### src/logic/fts_pkg.sv
// Shared constants and types for the fuser temperature supervisor
package fts_pkg;
    // Clock and time base
    localparam int CLK_HZ = 40_000_000;
    localparam int TICK_PERIOD_S = 1;
    localparam int TICK_CYCLES = CLK_HZ * TICK_PERIOD_S;
    localparam int IDLE_DEF_MIN = 1;
    localparam logic [7:0] IDLE_DEF_S = 8'(IDLE_DEF_MIN * 60);
    localparam logic [7:0] WARM40_DEF_S = 8'h1E;
    localparam logic [7:0] WARM100_DEF_S = 8'h3C;
    localparam int PO_SETTLE = 3;

    // Temperature thresholds in degrees C
    localparam logic [7:0] T_EDGE_ABN = 8'hE6;
    localparam logic [7:0] T_OVERHEAT = 8'hF0;
    localparam logic [7:0] T_LOW = 8'h28;
    localparam logic [7:0] T_MID = 8'h64;
    localparam logic [7:0] T_HIGH = 8'h96;
    localparam logic [7:0] T_READY = 8'hB4;
    localparam logic [7:0] T_SAVE = 8'h78;
    localparam logic [7:0] T_BREAK = 8'h00;

    // Fault counter values
    localparam logic [3:0] CNT_ZERO = 4'h0;
    localparam logic [3:0] CNT_LOW1 = 4'h1;
    localparam logic [3:0] CNT_LOW2 = 4'h2;
    localparam logic [3:0] CNT_DISC = 4'h4;
    localparam logic [3:0] CNT_HEAT = 4'h5;
    localparam logic [3:0] CNT_EDGE = 4'h6;
    localparam logic [3:0] CNT_OVERHEAT = 4'h9;
    localparam logic [3:0] CNT_MAX = 4'h9;

    // Register offsets and fields
    localparam logic [3:0] A_CTRL = 4'h0;
    localparam logic [3:0] A_LOW_TMO = 4'h1;
    localparam logic [3:0] A_OFF_TMO = 4'h2;
    localparam logic [3:0] A_FCNT = 4'h3;
    localparam logic [3:0] A_STATUS = 4'h4;
    localparam int CTRL_SSLEEP_BIT = 0;
    localparam logic CTRL_SSLEEP_RST = 1'b0;

    typedef enum logic [2:0] {
        NO_FAULT_CODE,
        LOW_TEMP_FAULT_CODE,
        SENSOR_DISCONNECT_FAULT_CODE,
        OVERHEAT_HEATING_FAULT_CODE,
        EDGE_LOW_TEMP_FAULT_CODE
    } fts_fault_e;

    typedef enum logic [3:0] {
        ST_POWER_ON,
        ST_WARM40,
        ST_WARM100,
        ST_WARM_RDY,
        ST_READY,
        ST_PRINT,
        ST_LOW_ENERGY,
        ST_SHUT_OFF,
        ST_FAULT,
        ST_OH_SAVE,
        ST_OH_OUTS,
        ST_POWER_OFF
    } fts_state_e;
endpackage

### src/logic/fts_idle_timer.sv
// Idle timer that expires after a programmed number of ticks
`timescale 1ns/1ps
module fts_idle_timer import fts_pkg::*; (
    // Clock and reset
    input wire logic clk,
    input wire logic rst_n,
    // Control
    input wire logic tick,
    input wire logic restart,
    input wire logic cancel,
    input wire logic [7:0] limit,
    // Status
    output logic expired
);
    typedef struct packed {
        logic [7:0] cnt;
        logic run;
        logic exp;
    } fts_tmr_s;

    fts_tmr_s q;
    fts_tmr_s d;

    // Cancel beats restart; count ticks while running
    always_comb begin
        d = q;
        if (cancel) begin
            d = '0;
        end else if (restart) begin
            d.cnt = 8'h00;
            d.run = 1'b1;
            d.exp = 1'b0;
        end else if (q.run && tick) begin
            if (q.cnt + 8'h01 >= limit) begin
                d.run = 1'b0;
                d.exp = 1'b1;
            end else begin
                d.cnt = q.cnt + 8'h01;
            end
        end
    end

    // State register
    always_ff @(posedge clk) begin
        if (!rst_n) begin
            q <= '0;
        end else begin
            q <= d;
        end
    end

    assign expired = q.exp;

    AST_TMR_CANCEL: assert property (@(posedge clk) disable iff (!rst_n)
        cancel |=> !expired) else $error("timer expired after cancel");
endmodule

### src/logic/fts_supervisor.sv
// Fuser temperature supervisor: stages, fault checks, energy saving
////////////////////////////////////////////////////////////////////////
// Notes on behaviour
// - Edge at 230C or more cuts heaters
// - Idle low-energy timeout lowers regulation setpoint
// - Idle shut-off timeout keeps heaters off
// - Equal timeouts choose shut-off over low-energy
// - Print request in saving rewarms to ready
// - Setting enables deep sleep in shut-off
// - Counter two or more locks heater at power-on
// - Normal ready with counter at most one clears it
// - Counter only ever holds zero to nine
// - Overheat saves nine, cuts outputs, removes power
// - Still hot at power-on powers off again
// - Broken thermistor stops heating
// - Center or side 240C raises overheat first
// - Still cold at first stage timeout: low fault
// - Cold beside hot sensor raises disconnect fault
// - At or below 100C at second timeout: heating fault
// - Checks run in priority order per stage
// - Edge cold while printing raises edge fault
////////////////////////////////////////////////////////////////////////
`timescale 1ns/1ps
module fts_supervisor import fts_pkg::*; #(
    parameter int TICK_CYC = TICK_CYCLES,
    parameter logic [7:0] WARM40_S = WARM40_DEF_S,
    parameter logic [7:0] WARM100_S = WARM100_DEF_S
) (
    // Clock and reset
    input wire logic clk,
    input wire logic rst_n,
    // Thermistor readings in degrees C, from the converter
    input wire logic [7:0] temp_center,
    input wire logic [7:0] temp_side,
    input wire logic [7:0] temp_edge,
    // Engine controller
    input wire logic print_req,
    input wire logic print_done,
    // Nonvolatile fault counter storage
    input wire logic [3:0] nv_rdata,
    output logic nv_wr,
    output logic [3:0] nv_wdata,
    // Register port
    input wire logic [3:0] reg_addr,
    input wire logic [7:0] reg_wdata,
    input wire logic reg_wr,
    input wire logic reg_rd,
    output logic [7:0] reg_rdata,
    // Heater and power control
    output logic heat_center,
    output logic heat_side,
    output logic outputs_off,
    output logic power_off,
    // Status
    output logic ready,
    output logic printing,
    output logic deep_sleep,
    output logic [2:0] fault_code,
    output logic [3:0] fault_cnt
);
    typedef struct packed {
        logic [7:0] tc1;
        logic [7:0] ts1;
        logic [7:0] te1;
        logic [7:0] tc;
        logic [7:0] ts;
        logic [7:0] te;
        fts_state_e st;
        logic [7:0] stage_s;
        logic [1:0] po_cnt;
        logic [3:0] fcnt;
        fts_fault_e fcode;
        logic pend;
        logic ssleep_en;
        logic [7:0] low_tmo;
        logic [7:0] off_tmo;
        logic brk;
        logic tmr_rst;
        logic nv_wr;
        logic heat_c;
        logic heat_s;
        logic outs_off;
        logic pwr_off;
        logic ready;
        logic printing;
        logic deep;
        logic [7:0] rdata;
    } fts_main_s;

    fts_main_s q;
    fts_main_s d;

    logic tick;
    logic low_exp;
    logic off_exp;
    logic ovh_cs;
    logic ovh_e;
    logic lo_c;
    logic lo_s;
    logic lo_e;
    logic hi_c;
    logic hi_s;
    logic hi_e;
    logic mid_c;
    logic mid_s;
    logic edge_abn;
    logic brk_any;
    logic disc_cs;
    logic disc_se;
    logic f_hit;
    logic f_oh;
    fts_fault_e f_code;
    logic [3:0] f_cnt;
    logic regulating;
    logic [7:0] setpoint;

    ////////////////////////////////////////////////////////////////////
    // Time base and idle timers
    fts_tick_div #(.CYCLES(TICK_CYC)) u_div (
        .clk(clk),
        .rst_n(rst_n),
        .tick(tick)
    );

    fts_idle_timer u_low_tmr (
        .clk(clk),
        .rst_n(rst_n),
        .tick(tick),
        .restart(q.tmr_rst),
        .cancel(print_req),
        .limit(q.low_tmo),
        .expired(low_exp)
    );

    fts_idle_timer u_off_tmr (
        .clk(clk),
        .rst_n(rst_n),
        .tick(tick),
        .restart(q.tmr_rst),
        .cancel(print_req),
        .limit(q.off_tmo),
        .expired(off_exp)
    );

    ////////////////////////////////////////////////////////////////////
    // Threshold comparisons on the synchronised readings
    assign ovh_cs = (q.tc >= T_OVERHEAT) || (q.ts >= T_OVERHEAT);
    assign ovh_e = q.te >= T_OVERHEAT;
    assign lo_c = q.tc <= T_LOW;
    assign lo_s = q.ts <= T_LOW;
    assign lo_e = q.te <= T_LOW;
    assign hi_c = q.tc >= T_HIGH;
    assign hi_s = q.ts >= T_HIGH;
    assign hi_e = q.te >= T_HIGH;
    assign mid_c = q.tc <= T_MID;
    assign mid_s = q.ts <= T_MID;
    assign edge_abn = q.te >= T_EDGE_ABN;
    assign brk_any = (q.tc == T_BREAK) || (q.ts == T_BREAK) || (q.te == T_BREAK);
    assign disc_cs = (lo_c && hi_s) || (hi_c && lo_s);
    assign disc_se = (lo_s && hi_e) || (hi_s && lo_e);
    assign regulating = (q.st inside {ST_WARM40, ST_WARM100, ST_WARM_RDY, ST_READY,
                                      ST_PRINT, ST_LOW_ENERGY});
    assign setpoint = (q.st == ST_LOW_ENERGY) ? T_SAVE : T_READY;

    ////////////////////////////////////////////////////////////////////
    // Next-state logic
    always_comb begin
        d = q;
        f_hit = 1'b0;
        f_oh = 1'b0;
        f_code = NO_FAULT_CODE;
        f_cnt = q.fcnt;
        d.tc1 = temp_center;
        d.ts1 = temp_side;
        d.te1 = temp_edge;
        d.tc = q.tc1;
        d.ts = q.ts1;
        d.te = q.te1;
        d.nv_wr = 1'b0;
        d.tmr_rst = 1'b0;
        d.rdata = 8'h00;
        if (tick && (q.stage_s != 8'hFF)) begin
            d.stage_s = q.stage_s + 8'h01;
        end
        // Overheat is the first check in every active stage
        if (q.st inside {ST_WARM40, ST_WARM100, ST_WARM_RDY, ST_READY,
                         ST_LOW_ENERGY, ST_SHUT_OFF}) begin
            if (ovh_cs) begin
                f_hit = 1'b1;
                f_oh = 1'b1;
            end
        end
        case (q.st)
            ST_POWER_ON: begin
                // Let the synchronisers fill before judging
                d.fcnt = (nv_rdata > CNT_MAX) ? CNT_MAX : nv_rdata;
                if (q.po_cnt != 2'(PO_SETTLE)) begin
                    d.po_cnt = q.po_cnt + 2'h1;
                end else if (ovh_cs) begin
                    f_hit = 1'b1;
                    f_oh = 1'b1;
                end else if (q.fcnt >= CNT_LOW2) begin
                    d.st = ST_FAULT;
                    d.fcode = LOW_TEMP_FAULT_CODE;
                end else begin
                    d.st = ST_WARM40;
                end
            end
            ST_WARM40: begin
                if (!f_hit) begin
                    if (!lo_c && !lo_s) begin
                        d.st = ST_WARM100;
                    end else if (q.stage_s >= WARM40_S) begin
                        f_hit = 1'b1;
                        f_code = LOW_TEMP_FAULT_CODE;
                        f_cnt = (q.fcnt >= CNT_LOW1) ? CNT_LOW2 : CNT_LOW1;
                    end
                end
            end
            ST_WARM100: begin
                if (!f_hit) begin
                    if (disc_cs) begin
                        f_hit = 1'b1;
                        f_code = SENSOR_DISCONNECT_FAULT_CODE;
                        f_cnt = CNT_DISC;
                    end else if (!mid_c && !mid_s) begin
                        d.st = ST_WARM_RDY;
                    end else if (q.stage_s >= WARM100_S) begin
                        f_hit = 1'b1;
                        f_code = OVERHEAT_HEATING_FAULT_CODE;
                        f_cnt = CNT_HEAT;
                    end
                end
            end
            ST_WARM_RDY: begin
                if (!f_hit) begin
                    if (disc_cs || disc_se) begin
                        f_hit = 1'b1;
                        f_code = SENSOR_DISCONNECT_FAULT_CODE;
                        f_cnt = CNT_DISC;
                    end else if ((q.tc >= T_READY) && (q.ts >= T_READY)) begin
                        d.st = ST_READY;
                        d.tmr_rst = 1'b1;
                        if ((q.fcnt <= CNT_LOW1) && (q.fcnt != CNT_ZERO)) begin
                            d.fcnt = CNT_ZERO;
                            d.nv_wr = 1'b1;
                        end
                    end
                end
            end
            ST_READY: begin
                if (!f_hit) begin
                    if (print_req || q.pend) begin
                        d.st = ST_PRINT;
                        d.pend = 1'b0;
                    end else if (off_exp && !q.tmr_rst) begin
                        d.st = ST_SHUT_OFF;
                    end else if (low_exp && !q.tmr_rst) begin
                        d.st = ST_LOW_ENERGY;
                    end
                end
            end
            ST_PRINT: begin
                // Edge is also watched for overheat while paper runs
                if (ovh_cs || ovh_e) begin
                    f_hit = 1'b1;
                    f_oh = 1'b1;
                end else if (lo_e) begin
                    f_hit = 1'b1;
                    f_code = EDGE_LOW_TEMP_FAULT_CODE;
                    f_cnt = CNT_EDGE;
                end else if (print_done) begin
                    d.st = ST_READY;
                    d.tmr_rst = 1'b1;
                end
            end
            ST_LOW_ENERGY: begin
                if (!f_hit) begin
                    if (print_req) begin
                        d.st = ST_WARM_RDY;
                        d.pend = 1'b1;
                    end else if (off_exp) begin
                        d.st = ST_SHUT_OFF;
                    end
                end
            end
            ST_SHUT_OFF: begin
                if (!f_hit && print_req) begin
                    d.st = ST_WARM_RDY;
                    d.pend = 1'b1;
                end
            end
            ST_OH_SAVE: begin
                d.st = ST_OH_OUTS;
                d.outs_off = 1'b1;
            end
            ST_OH_OUTS: begin
                d.st = ST_POWER_OFF;
                d.pwr_off = 1'b1;
            end
            ST_FAULT: begin
                d.st = ST_FAULT;
            end
            ST_POWER_OFF: begin
                d.st = ST_POWER_OFF;
            end
            default: begin
                d.st = ST_FAULT;
            end
        endcase
        // Software settings; a counter write above nine is dropped
        if (reg_wr) begin
            case (reg_addr)
                A_CTRL: d.ssleep_en = reg_wdata[CTRL_SSLEEP_BIT];
                A_LOW_TMO: d.low_tmo = reg_wdata;
                A_OFF_TMO: d.off_tmo = reg_wdata;
                A_FCNT: begin
                    if (reg_wdata <= {4'h0, CNT_MAX}) begin
                        d.fcnt = reg_wdata[3:0];
                        d.nv_wr = 1'b1;
                    end
                end
                default: d.rdata = 8'h00;
            endcase
        end
        // Fault entry overrides any write to the counter
        if (f_hit) begin
            d.pend = 1'b0;
            d.nv_wr = 1'b1;
            if (f_oh) begin
                d.st = ST_OH_SAVE;
                d.fcode = OVERHEAT_HEATING_FAULT_CODE;
                d.fcnt = CNT_OVERHEAT;
            end else begin
                d.st = ST_FAULT;
                d.fcode = f_code;
                d.fcnt = f_cnt;
            end
        end
        // Register reads, answered in the next cycle
        if (reg_rd) begin
            case (reg_addr)
                A_CTRL: d.rdata = {7'h00, q.ssleep_en};
                A_LOW_TMO: d.rdata = q.low_tmo;
                A_OFF_TMO: d.rdata = q.off_tmo;
                A_FCNT: d.rdata = {4'h0, q.fcnt};
                A_STATUS: d.rdata = {q.brk, q.fcode, q.st};
                default: d.rdata = 8'h00;
            endcase
        end
        if (d.st != q.st) begin
            d.stage_s = 8'h00;
        end
        // Heater drive and status outputs
        d.brk = brk_any && (q.st != ST_POWER_ON);
        d.heat_c = regulating && !d.brk && !edge_abn && !f_hit && (q.tc < setpoint);
        d.heat_s = regulating && !d.brk && !edge_abn && !f_hit && (q.ts < setpoint);
        d.ready = (q.st == ST_READY) || (q.st == ST_PRINT);
        d.printing = q.st == ST_PRINT;
        d.deep = (q.st == ST_SHUT_OFF) && q.ssleep_en;
    end

    ////////////////////////////////////////////////////////////////////
    // State register
    always_ff @(posedge clk) begin
        if (!rst_n) begin
            q <= '0;
            q.st <= ST_POWER_ON;
            q.fcode <= NO_FAULT_CODE;
            q.ssleep_en <= CTRL_SSLEEP_RST;
            q.low_tmo <= IDLE_DEF_S;
            q.off_tmo <= IDLE_DEF_S;
        end else begin
            q <= d;
        end
    end

    // Outputs straight from the state register
    assign nv_wr = q.nv_wr;
    assign nv_wdata = q.fcnt;
    assign reg_rdata = q.rdata;
    assign heat_center = q.heat_c;
    assign heat_side = q.heat_s;
    assign outputs_off = q.outs_off;
    assign power_off = q.pwr_off;
    assign ready = q.ready;
    assign printing = q.printing;
    assign deep_sleep = q.deep;
    assign fault_code = q.fcode;
    assign fault_cnt = q.fcnt;

    ////////////////////////////////////////////////////////////////////
    // Checks
    AST_EDGE_CUT: assert property (@(posedge clk) disable iff (!rst_n)
        edge_abn |=> !heat_center && !heat_side) else $error("heater on with hot edge");
    AST_LOW_ENERGY: assert property (@(posedge clk) disable iff (!rst_n)
        q.st == ST_READY && !q.tmr_rst && low_exp && !off_exp && !print_req && !q.pend
        && !ovh_cs |=> q.st == ST_LOW_ENERGY) else $error("low energy not entered");
    AST_SHUT_HEAT: assert property (@(posedge clk) disable iff (!rst_n)
        $past(q.st) == ST_SHUT_OFF |-> !heat_center && !heat_side)
        else $error("heater on in shut-off");
    AST_EQUAL_TMO: assert property (@(posedge clk) disable iff (!rst_n)
        q.st == ST_READY && !q.tmr_rst && off_exp && low_exp && !print_req && !q.pend
        && !ovh_cs |=> q.st == ST_SHUT_OFF) else $error("shut-off lost priority");
    AST_WAKE: assert property (@(posedge clk) disable iff (!rst_n)
        q.st inside {ST_LOW_ENERGY, ST_SHUT_OFF} && print_req && !ovh_cs
        |=> q.st == ST_WARM_RDY && q.pend) else $error("saving state not left");
    AST_DEEP: assert property (@(posedge clk) disable iff (!rst_n)
        $past(q.st) == ST_SHUT_OFF && $past(q.ssleep_en) |-> deep_sleep)
        else $error("deep sleep missing");
    AST_LOCKOUT: assert property (@(posedge clk) disable iff (!rst_n)
        q.st == ST_POWER_ON && q.po_cnt == 2'(PO_SETTLE) && !ovh_cs && q.fcnt >= CNT_LOW2
        |=> q.st == ST_FAULT && fault_code == LOW_TEMP_FAULT_CODE ##1 !heat_center)
        else $error("lockout not applied");
    AST_READY_CLR: assert property (@(posedge clk) disable iff (!rst_n)
        (q.st == ST_WARM_RDY && q.fcnt <= CNT_LOW1) ##1 q.st == ST_READY |-> q.fcnt == CNT_ZERO)
        else $error("counter not cleared at ready");
    AST_CNT_RANGE: assert property (@(posedge clk) disable iff (!rst_n)
        fault_cnt <= CNT_MAX) else $error("counter out of range");
    AST_OH_SEQ: assert property (@(posedge clk) disable iff (!rst_n)
        q.st == ST_OH_SAVE |-> nv_wr && fault_cnt == CNT_OVERHEAT && !outputs_off
        ##1 outputs_off && !power_off ##1 power_off) else $error("overheat sequence wrong");
    AST_BREAK: assert property (@(posedge clk) disable iff (!rst_n)
        q.brk |-> !heat_center && !heat_side) else $error("heating on broken sensor");

    COV_LOW: cover property (@(posedge clk) disable iff (!rst_n) q.st == ST_LOW_ENERGY);
    COV_SHUT: cover property (@(posedge clk) disable iff (!rst_n) deep_sleep);
    COV_PRINT: cover property (@(posedge clk) disable iff (!rst_n) printing ##1 !printing);
    COV_OFF: cover property (@(posedge clk) disable iff (!rst_n) power_off);
endmodule

### src/logic/fts_tick_div.sv
// Divider that makes a one-cycle tick every CYCLES clocks
`timescale 1ns/1ps
module fts_tick_div import fts_pkg::*; #(
    parameter int CYCLES = TICK_CYCLES
) (
    // Clock and reset
    input wire logic clk,
    input wire logic rst_n,
    // Tick out
    output logic tick
);
    localparam int W = (CYCLES > 1) ? $clog2(CYCLES) : 1;
    localparam logic [W-1:0] LAST = W'(CYCLES - 1);

    typedef struct packed {
        logic [W-1:0] cnt;
        logic tick;
    } fts_div_s;

    fts_div_s q;
    fts_div_s d;

    // Count up one period and pulse at its end
    always_comb begin
        d = q;
        d.tick = 1'b0;
        if (q.cnt == LAST) begin
            d.cnt = '0;
            d.tick = 1'b1;
        end else begin
            d.cnt = q.cnt + W'(1);
        end
    end

    // State register
    always_ff @(posedge clk) begin
        if (!rst_n) begin
            q <= '0;
        end else begin
            q <= d;
        end
    end

    assign tick = q.tick;

    AST_TICK_SPACING: assert property (@(posedge clk) disable iff (!rst_n)
        tick |=> !tick or (CYCLES == 1)) else $error("tick pulses back to back");
endmodule
### config.mk
export PLATFORM = sky130hd
export DESIGN_NAME = fts_supervisor
export DESIGN_NICKNAME = d
export VERILOG_FILES = /design/src/logic/fts_pkg.sv /design/src/logic/fts_idle_timer.sv /design/src/logic/fts_supervisor.sv /design/src/logic/fts_tick_div.sv
export SDC_FILE = /design/constraint.sdc
export NUM_CORES = 1
export LEC_CHECK = 0
export BUFFER_PORTS_ARGS = -buffer_cell sky130_fd_sc_hd__buf_2
export CAP_MARGIN = 20
export CORE_AREA = 4 4 93 139
export DETAILED_ROUTE_END_ITERATION = 6
export DIE_AREA = 0 0 97 143
export GPL_TIMING_DRIVEN = 0
export PLACE_DENSITY = 0.89
export SLEW_MARGIN = 15
export SYNTH_ARGS = -nofsm -noshare
export SYNTH_HDL_FRONTEND = slang
export SYNTH_SLANG_ARGS = --single-unit
export TNS_END_PERCENT = 1
### constraint.sdc
create_clock -name clk -period 5.38 [get_ports clk]
set_input_delay 0.538 -clock clk [delete_from_list [all_inputs] [get_ports clk]]
set_output_delay 0.538 -clock clk [all_outputs]
set_load 0.01 [all_outputs]
==> impl_metrics.ini, run 1 <==
[floorplan]
start_util = 0.619
ios = 73
dieArea_mm2 = 0.0139
core_area_mm2 = 0.0118
die_y_um = 143
chipWidth_um = 97
rows = 49

[critical_path]
critPathMaxFanout = 10
crit_type = flip-flop to flip-flop
crit_start = u_off_tmr.q[2]
cp-start-kind = flip-flop
reg2reg_slack_ns = 2.42
cp-endpoint = u_off_tmr.q[6]
worstPathRequired_ns = 5.72
worstReg2RegStart = u_off_tmr.q[2]
cp.arrival_ns = 3.31
timing.rr.end = u_off_tmr.q[6]
reg2regPathDepth = 12
critPathCaptureType = flip-flop

[detailed_routing]
route.vias.total = 6508
drcViolationCount = 0
drtPass1Iterations = 7
detail-route-antenna-nets = 0
drtIter0Drc = 506
via_per_inst = 5.94
wire_per_inst_um = 16.3
wirelength_um = 17900

[synth]
synth_edf_count = 0
syn-mean-instance-area_um2 = 8.73
ys_ff_latch = 152
syn_area_mm2 = 0.00733
ys_seq_area_frac = 0.415
yosys-top-cells-count = dfxtp_1, nor2_1, and2_1
yosysWarnings = 0
ys_types = 66
synth_area_leaders = dfxtp_1, nor2_1, ha_1, and2_1, xnor2_1
syn-num-nets = 913
async_flop_share = 0
yosys.area.top_type_share = 0.415
synthCells = 839
synthMostInstantiatedCell = dfxtp_1
synth-main-ff-cell = dfxtp_1
yosysTopAreaCell = dfxtp_1

[clock_tree]
clk_pin_slew_worst_paths_ns = 0.06
clock_sinks = 152
hold_buffers = 0
clockRootBuffer = clkbuf_16
cts_buffer_depth = 2
htree_levels = 4
cts_resized = 0
post_cts_buffers = 0
numCtsBuffers = 17
cts_tree = built
clk_latency_ns = 0.42

[placed_design]
portBuffers = 71
dpl_worst_slack_ns = 2.44
gp_congestion = 0.958
place_hpwl_um = 12900

[timing]
fin_crit_ns = 2.96
slew_violations = 0
fin_tns_setup_ns = 0
hold-worst-slack_ns = 0.317
setup-violations-final = 0
timing.fmax_mhz = 337
setup_ws_ns = 2.42
max_slew.worst_pin.slew_ns = 1.04
hold_viol_final = 0
rsz0062_at_grt = no
max_slew_margin = 0.302
finalCritPeriodShare = 0.551
fin_skew_ns = 0.00687

[min_path]
min-delay-start = temp_edge[3]
hp-class = input pin to flip-flop

[finish]
drive_gt1_frac = 0.152
synthToLayoutAreaGrowth_pct = 15.5
post-route-util = 0.715
layout.nets = 1003
ff_latch_area_mm2 = 0.00304
antenna_cells = 0
fillerInstances = 902
multiInputGateArea_mm2 = 0.00388

[pwr]
powerDensity_mw_per_mm2 = 312
finalPower_uw = 2640
max-vdd-ir-drop_mv = 0.242
p_leak_uw = 0.00352

[global_route]
grt_pass1_vias = 6426
grt_max_degree = 17
track_usage = 0.266
grt_pass1_wl_um = 30000
antenna_found_initial = 0
grt_overflow = 0

[run_status]
status = finished clean

[job]
drv_cap = 0
[report_power, final]
group	leakage [uW]	total (uW)	switching (uW)	internal, uW
clock	0.000285	1180	500	675
combinational	0.00200	272	159	113
sequential	0.00124	1190	28.9	1160
total	0.00352	2640	688	1950
[final cells by class]
type                            count  area share
Multi-Input combinational cell    603       0.458
Timing Repair Buffer               71      0.0420
Sequential cell                   152       0.360
Clock buffer                       19      0.0535
Buffer                             56      0.0355
Inverter                           28      0.0124
Tap cell                          153      0.0226
Clock inverter                     13      0.0158
[worst min path at each step]
stage                       end  cells past startpoint
after floorplan           q[57]                      1
after global placement    q[63]                      1
after detailed placement  q[60]                      1
after CTS                 d[72]                      2
after global routing      d[75]                      2
final                     d[60]                      2
[critical path, cell delays in order, from the launching register on]
cell      delay (ns)
dfxtp_1         0.41
ha_1            0.25
nand3_1         0.17
inv_1           0.09
nand3_1         0.12
xnor2_1         0.23
ha_1            0.27
o21a_1          0.18
or3_1           0.34
and2_1          0.15
clkbuf_1        0.20
or3_1           0.35
a21oi_1         0.15
[sequential cells by signal, indices dropped and copies added, names as in the netlist]
| signal | cells |
|---|---|
| d | 24 |
| deep_sleep | 1 |
| fault_cnt | 4 |
| fault_code | 3 |
| heat_center | 1 |
| heat_side | 1 |
| nv_wr | 1 |
| outputs_off | 1 |
| power_off | 1 |
| printing | 1 |
| q | 58 |
| ready | 1 |
| reg_rdata | 8 |
| u_div.q | 26 |
| u_div.tick | 1 |
| u_low_tmr.expired | 1 |
| u_low_tmr.q | 9 |
| u_off_tmr.expired | 1 |
| u_off_tmr.q | 9 |
[through the flow]
| stage | area (um2) | instances |
|---|---|---|
| global route | 8460 | 1095 |
| global placement | 7870 | 1063 |
| detailed placement | 7870 | 1063 |
| floorplan | 7330 | 839 |
| finish | 8460 | 1095 |
| CTS | 8460 | 1095 |
[cells by family after synthesis]
kind of cell | count (synthesis) | synth area share
buffers and inverters | 84 | 0.0553
and+or+nand+nor | 344 | 0.238
AOI/OAI and AO/OA | 160 | 0.156
muxes | 20 | 0.0273
xor gates and xnor gates | 51 | 0.0610
adders and majority gates | 28 | 0.0478
DFF | 152 | 0.415
[routing by layer]
layer,wire [um],GRT usage,up-vias
li1,-,-,3135
met1,6580,0.274,3042
met2,9430,0.503,256
met3,931,0.0489,75
met4,929,0.153,0
met5,0,0,-
[cell usage in the layout, fill, tap and decap left out, types with 6 or more instances in the layout]
| master | instances |
|---|---|
| xnor2_1 | 26 |
| buf_4 | 19 |
| nand2_1 | 54 |
| nand3_1 | 40 |
| nor2b_1 | 10 |
| a31oi_1 | 6 |
| xor2_1 | 25 |
| and2_1 | 55 |
| o211ai_1 | 18 |
| mux2i_1 | 20 |
| nand4_1 | 14 |
| ha_1 | 28 |
| and3_1 | 9 |
| dfxtp_1 | 152 |
| nor3_1 | 16 |
| clkbuf_1 | 25 |
| a22oi_1 | 7 |
| buf_2 | 80 |
| nand2b_1 | 7 |
| or3_1 | 12 |
| nor4_1 | 18 |
| nor2_1 | 95 |
| o21ai_1 | 6 |
| inv_1 | 27 |
| clkbuf_16 | 17 |
| o21ai_0 | 22 |
| a21oi_1 | 36 |
No activity file was read; power rests on OpenSTA's default activity.
==> inputs of run 2 (changes only) <==
--- a/config.mk
+++ b/config.mk
@@ -7,11 +7,11 @@
 export LEC_CHECK = 0
 export BUFFER_PORTS_ARGS = -buffer_cell sky130_fd_sc_hd__buf_2
 export CAP_MARGIN = 20
-export CORE_AREA = 4 4 93 139
+export CORE_AREA = 4 4 96 144
 export DETAILED_ROUTE_END_ITERATION = 6
-export DIE_AREA = 0 0 97 143
+export DIE_AREA = 0 0 100 148
 export GPL_TIMING_DRIVEN = 0
-export PLACE_DENSITY = 0.89
+export PLACE_DENSITY = 0.84
 export SLEW_MARGIN = 15
 export SYNTH_ARGS = -nofsm -noshare
 export SYNTH_HDL_FRONTEND = slang
==> constraint.sdc (replaced) <==
create_clock -name clk -period 2.8 [get_ports clk]
set_input_delay 0.28 -clock clk [delete_from_list [all_inputs] [get_ports clk]]
set_output_delay 0.28 -clock clk [all_outputs]
set_load 0.01 [all_outputs]
==> run 2 against run 1 <==
  * Core utilization is 2.7 points lower
  * Hold slack worse by 0.26 ns
  * Die area is 6.7% higher
  * Via count is 1.6% lower
  * Maximum frequency is 10% higher
  * Cell area is 1.3% higher
  * Clock power is 93% higher
==> impl_metrics.ini, run 2 (same netlist as run 1, synthesis figures left out) <==
[timing]
fin_skew_ns = 0.0188
max_slew_margin = 0.342
fin_tns_setup_ns = 0
setup-violations-final = 0
hold-worst-slack_ns = 0.0543
setup_ws_ns = 0.106
fin_crit_ns = 2.69
finalCritPeriodShare = 0.962
max_slew.worst_pin.slew_ns = 0.978
slew_violations = 0
timing.fmax_mhz = 371
hold_viol_final = 0

[finish]
mostFrequentLayoutCells = dfxtp_1, nor2_1, buf_2
layout_commonest_cell = dfxtp_1
layout.nets = 1002
regMostFlops = q
post-route-util = 0.688
largest_reg_flops = 58
fillerInstances = 999
multiInputGateArea_mm2 = 0.00398
ff_latch_area_mm2 = 0.00305
fin_cells = 1096
drive_gt1_frac = 0.176
antenna_cells = 0
synthToLayoutAreaGrowth_pct = 16.9

[global_route]
grt_max_degree = 17
grt_overflow = 0
track_usage = 0.242
antenna_found_initial = 0
grt_pass1_vias = 6350
grt_pass1_wl_um = 28900

[critical_path]
worstPathRequired_ns = 3.12
worstReg2RegStart = q[71]
slowest_delay_ns = 0.49
cp.buffers_inverters = 1
cp_cell_sequence = nand4_1 > a221o_1 > buf_2 > a41o_1 > a21oi_1 > o31a_1 > o211ai_2 > nor4_1
reg2regPathDepth = 8
cp-start-kind = flip-flop
timing.rr.end = q[47]
critPathSlowestCell = dfxtp_1
crit_family = compound AO/OA/AOI/OAI gates
crit_start = q[71]
critPathMaxFanout = 10
cp.arrival_ns = 3.01
reg2reg_slack_ns = 0.11
critPathCaptureType = flip-flop
crit_type = flip-flop to flip-flop

[pwr]
max-vdd-ir-drop_mv = 0.432
powerDensity_mw_per_mm2 = 595
power_switching_uw = 1300
p_int_uw = 3800
power.clock.fraction = 0.447
seq_power_share = 0.448
p_leak_uw = 0.00354
p_comb_frac = 0.105
p_sw_frac = 0.255

[clock_tree]
cts_tree = built
clock_sinks = 152
numCtsBuffers = 17
clockRootBuffer = clkbuf_16
hold_buffers = 0
cts_buffer_depth = 2
htree_levels = 4
clk_pin_slew_worst_paths_ns = 0.06
clk_latency_ns = 0.43

[run_status]
status = finished clean

[floorplan]
ios = 73
dieArea_mm2 = 0.0148
start_util = 0.589
die_y_um = 148
core_area_mm2 = 0.0124
rows = 50
chipWidth_um = 100

[placed_design]
gp_congestion = 0.996
place_hpwl_um = 12800
placedCellCount = 1066
portBuffers = 71
dpl_worst_slack_ns = -0.141

[min_path]
hold_path_end = d[74]
worstHoldPathCells = 2
hp-class = input pin to flip-flop
min-delay-start = temp_center[1]

[detailed_routing]
via_per_inst = 5.84
drtIter0Drc = 433
drtPass1Iterations = 5
drcViolationCount = 0
route.vias.total = 6405
wirelength_um = 17800
wire_per_inst_um = 16.3
detail-route-antenna-nets = 0

[job]
drv_cap = 0
-- run 2: changes by cell type in the layout (fill, tap and decap cells not counted), moves of 3 or more --
cell,before,now
dfxtp_2,0,3
dfxtp_1,152,148
nand3_2,0,4
nand3_1,40,36
-- run 2: layout make-up --
class	instances	share of cell area
inverters	28	0.0123
flip-flops and latches	152	0.356
plain buffers	54	0.0342
repair buffers	72	0.0423
clock buffers	18	0.0513
multi-input cells	603	0.464
clock inverters	13	0.0171
well taps	156	0.0228
-- run 2: power groups by stage --
stage                     clock, uW  sequential [uW]  combinational [uW]
after floorplan                   0             2320                 357
after global placement            0             2330                 497
after detailed placement          0             2330                 504
after CTS                      2300             2280                 516
after global routing           2380             2290                 590
final                          2280             2290                 535
-- run 2: worst max path at each step --
stage                                 to  slack (ns)  cells after the start
after floorplan           u_low_tmr.q[8]        0.23                     12
after global placement    u_low_tmr.q[8]       -0.07                     12
after detailed placement  u_off_tmr.q[8]       -0.14                     12
after CTS                 u_low_tmr.q[6]      -0.003                     12
after global routing      u_off_tmr.q[8]       -0.01                     10
final                              q[47]        0.11                      8
-- run 2: metal layers --
metal,up-vias,part of all wire,global-route usage
met5,-,0,0
met4,0,0.059,0.154
met2,224,0.51,0.436
met3,96,0.050,0.0482
li1,3135,-,-
met1,2950,0.38,0.250
-- run 2: worst reg2reg max path, cell delays in order (launching register included) --
cell,delay [ns]
dfxtp_1,0.49
nand4_1,0.26
a221o_1,0.38
buf_2,0.20
a41o_1,0.24
a21oi_1,0.33
o31a_1,0.19
o211ai_2,0.20
nor4_1,0.30
-- run 2: repair_timing --
item,CTS,global route
resized for setup,6,22
pin swaps,1,3
endpoints found under the hold margin,0,0
buffers inserted,0,1
setup endpoints to repair,16,21
cloned,0,0
-- run 2: stage by stage --
step           power, uW  area (um2)
2_1_floorplan       2670        7330
3_3_place_gp        2830        7880
3_5_place_dp        2830        7880
4_1_cts             5100        8470
5_1_grt             5260        8570
6_report            5100        8570
==> inputs of run 3 (changes only) <==
--- a/config.mk
+++ b/config.mk
@@ -7,11 +7,12 @@
 export LEC_CHECK = 0
 export BUFFER_PORTS_ARGS = -buffer_cell sky130_fd_sc_hd__buf_2
 export CAP_MARGIN = 20
-export CORE_AREA = 4 4 96 144
+export CORE_AREA = 3 3 95 143
 export DETAILED_ROUTE_END_ITERATION = 6
-export DIE_AREA = 0 0 100 148
+export DIE_AREA = 0 0 98 146
 export GPL_TIMING_DRIVEN = 0
 export PLACE_DENSITY = 0.84
+export RECOVER_POWER = 50
 export SLEW_MARGIN = 15
 export SYNTH_ARGS = -nofsm -noshare
 export SYNTH_HDL_FRONTEND = slang
==> run 3 against run 2 <==
  * Non-clock buffer count is the same
  * Clock skew shrank 0.0055 ns
  * Largest cell class unchanged
  * Clock-buffer cell count shrank 1
  * Critical path type unchanged
  * Largest power group is now the clock network
==> impl_metrics.ini, run 3 (same netlist as run 1, synthesis figures left out) <==
[run_status]
status = finished clean

[timing]
hold_viol_final = 0
timing.fmax_mhz = 366
fin_crit_ns = 2.73
fin_skew_ns = 0.0133
max_slew.worst_pin.slew_ns = 0.919
rsz0062_at_grt = yes
slew_violations = 0
setup-violations-final = 0
max_slew_margin = 0.382
finalCritPeriodShare = 0.977

[clock_tree]
numCtsBuffers = 17
cts_tree = built
clk_pin_slew_worst_paths_ns = 0.07
clk_latency_ns = 0.43
cts_buffer_depth = 2
clockRootBuffer = clkbuf_16
clock_sinks = 152
htree_levels = 4

[critical_path]
critPathSlowestCell = nor2b_1
critPathCaptureType = flip-flop
crit_family = compound AO/OA/AOI/OAI gates
cp-start-kind = flip-flop
cp.buffers_inverters = 2
slowest_delay_ns = 0.38
crit_type = flip-flop to flip-flop
cp_cell_sequence = clkbuf_1 > buf_2 > nor2b_1 > o311ai_0 > o31ai_1 > a221oi_2 > o211ai_1 > mux2i_4 > nor4_1
critPathMaxFanout = 10
worstPathRequired_ns = 3.11
cp.arrival_ns = 3.05

[detailed_routing]
route.vias.total = 6481
drtPass1Iterations = 7
detail-route-antenna-nets = 0
drtIter0Drc = 402
drcViolationCount = 0
wire_per_inst_um = 16.1
wirelength_um = 17600
via_per_inst = 5.91

[finish]
layout.nets = 1002
mostFrequentLayoutCells = dfxtp_1, nor2_1, buf_2
layout_commonest_cell = dfxtp_1
largest_reg_flops = 58
regMostFlops = q
synthToLayoutAreaGrowth_pct = 16.7
drive_gt1_frac = 0.154
antenna_cells = 0
fin_area_mm2 = 0.00855

[floorplan]
ios = 73
core_area_mm2 = 0.0124
start_util = 0.589
chipWidth_um = 98
die_y_um = 146
rows = 50
dieArea_mm2 = 0.0143

[global_route]
antenna_found_initial = 0
grt_pass1_wl_um = 28800
track_usage = 0.245
grt_max_degree = 17
grt_pass1_vias = 6235
grt_overflow = 0

[pwr]
finalPower_uw = 5190
p_leak_uw = 0.00347
powerDensity_mw_per_mm2 = 607
max-vdd-ir-drop_mv = 0.558

[placed_design]
place_hpwl_um = 12600
post_dp_cell_area_mm2 = 0.00788
portBuffers = 71
gp_congestion = 0.956

[job]
drv_cap = 0

[min_path]
hp-class = input pin to flip-flop
run 3: cell count changes in the layout (fill, tap and decap cells not counted), sizes merged:
cell	change
clkinv	-2
inv	+4
clkinvlp	-1
buf	-30
clkbuf	+29
bufinv	+1
run 3: worst paths after layout:
path / from / end / slack [ns] / cells past startpoint
worst max-delay path: q[55] / q[51] / 0.07 / 9
worst min-delay path: temp_center[2] / d[75] / 0.05 / 2
worst max register to register: q[55] / q[51] / 0.07 / 9
worst min register to register: d[70] / q[70] / 0.43 / 1
run 3: metal layers:
metal,part of all wire,routed length (um),GRT usage
met1,0.38,6650,0.268
met2,0.52,9190,0.439
met3,0.059,1050,0.0465
met4,0.043,756,0.134
met5,0,0,0
run 3: per-stage QoR:
stage          TNS (ns)  setup slack, ns  instances  hold WS, ns   util
2_1_floorplan         0            0.227        839        0.405      -
3_3_place_gp     -0.595          -0.0770       1066        0.414  0.633
3_5_place_dp      -1.00           -0.144       1066        0.417  0.633
4_1_cts               0          0.00142       1096       0.0457  0.683
5_1_grt          -0.188          -0.0794       1097       0.0516  0.687
6_report              0           0.0656       1097       0.0533  0.687
run 3: power breakdown:
group / leakage, uW / internal, uW / switching, uW
clock network: 0.000301 / 1420 / 953
registers: 0.00124 / 2230 / 53.6
logic: 0.00193 / 220 / 309
run 3: area by class of cell:
type	count	area, um2
multi-input combinational	603	3960
fill	985	3900
sequential	152	3050
clock buffer	17	425
timing repair buffer	72	340
buffer	54	293
tap	156	195
clock inverter	15	189
inverter	28	105
run 3: repair_timing:
item | in CTS | in global routing
setup endpoints to repair | 18 | 23
pin swaps | 0 | 2
setup buffers | 0 | 1
hold buffers | 0 | 0
gates resized for setup | 6 | 16
run 3: worst reg2reg max path, cell delays in order (launching register included):
cell	delay, ns
dfxtp_1	0.32
clkbuf_1	0.31
buf_2	0.31
nor2b_1	0.38
o311ai_0	0.25
o31ai_1	0.15
a221oi_2	0.16
o211ai_1	0.23
mux2i_4	0.19
nor4_1	0.34
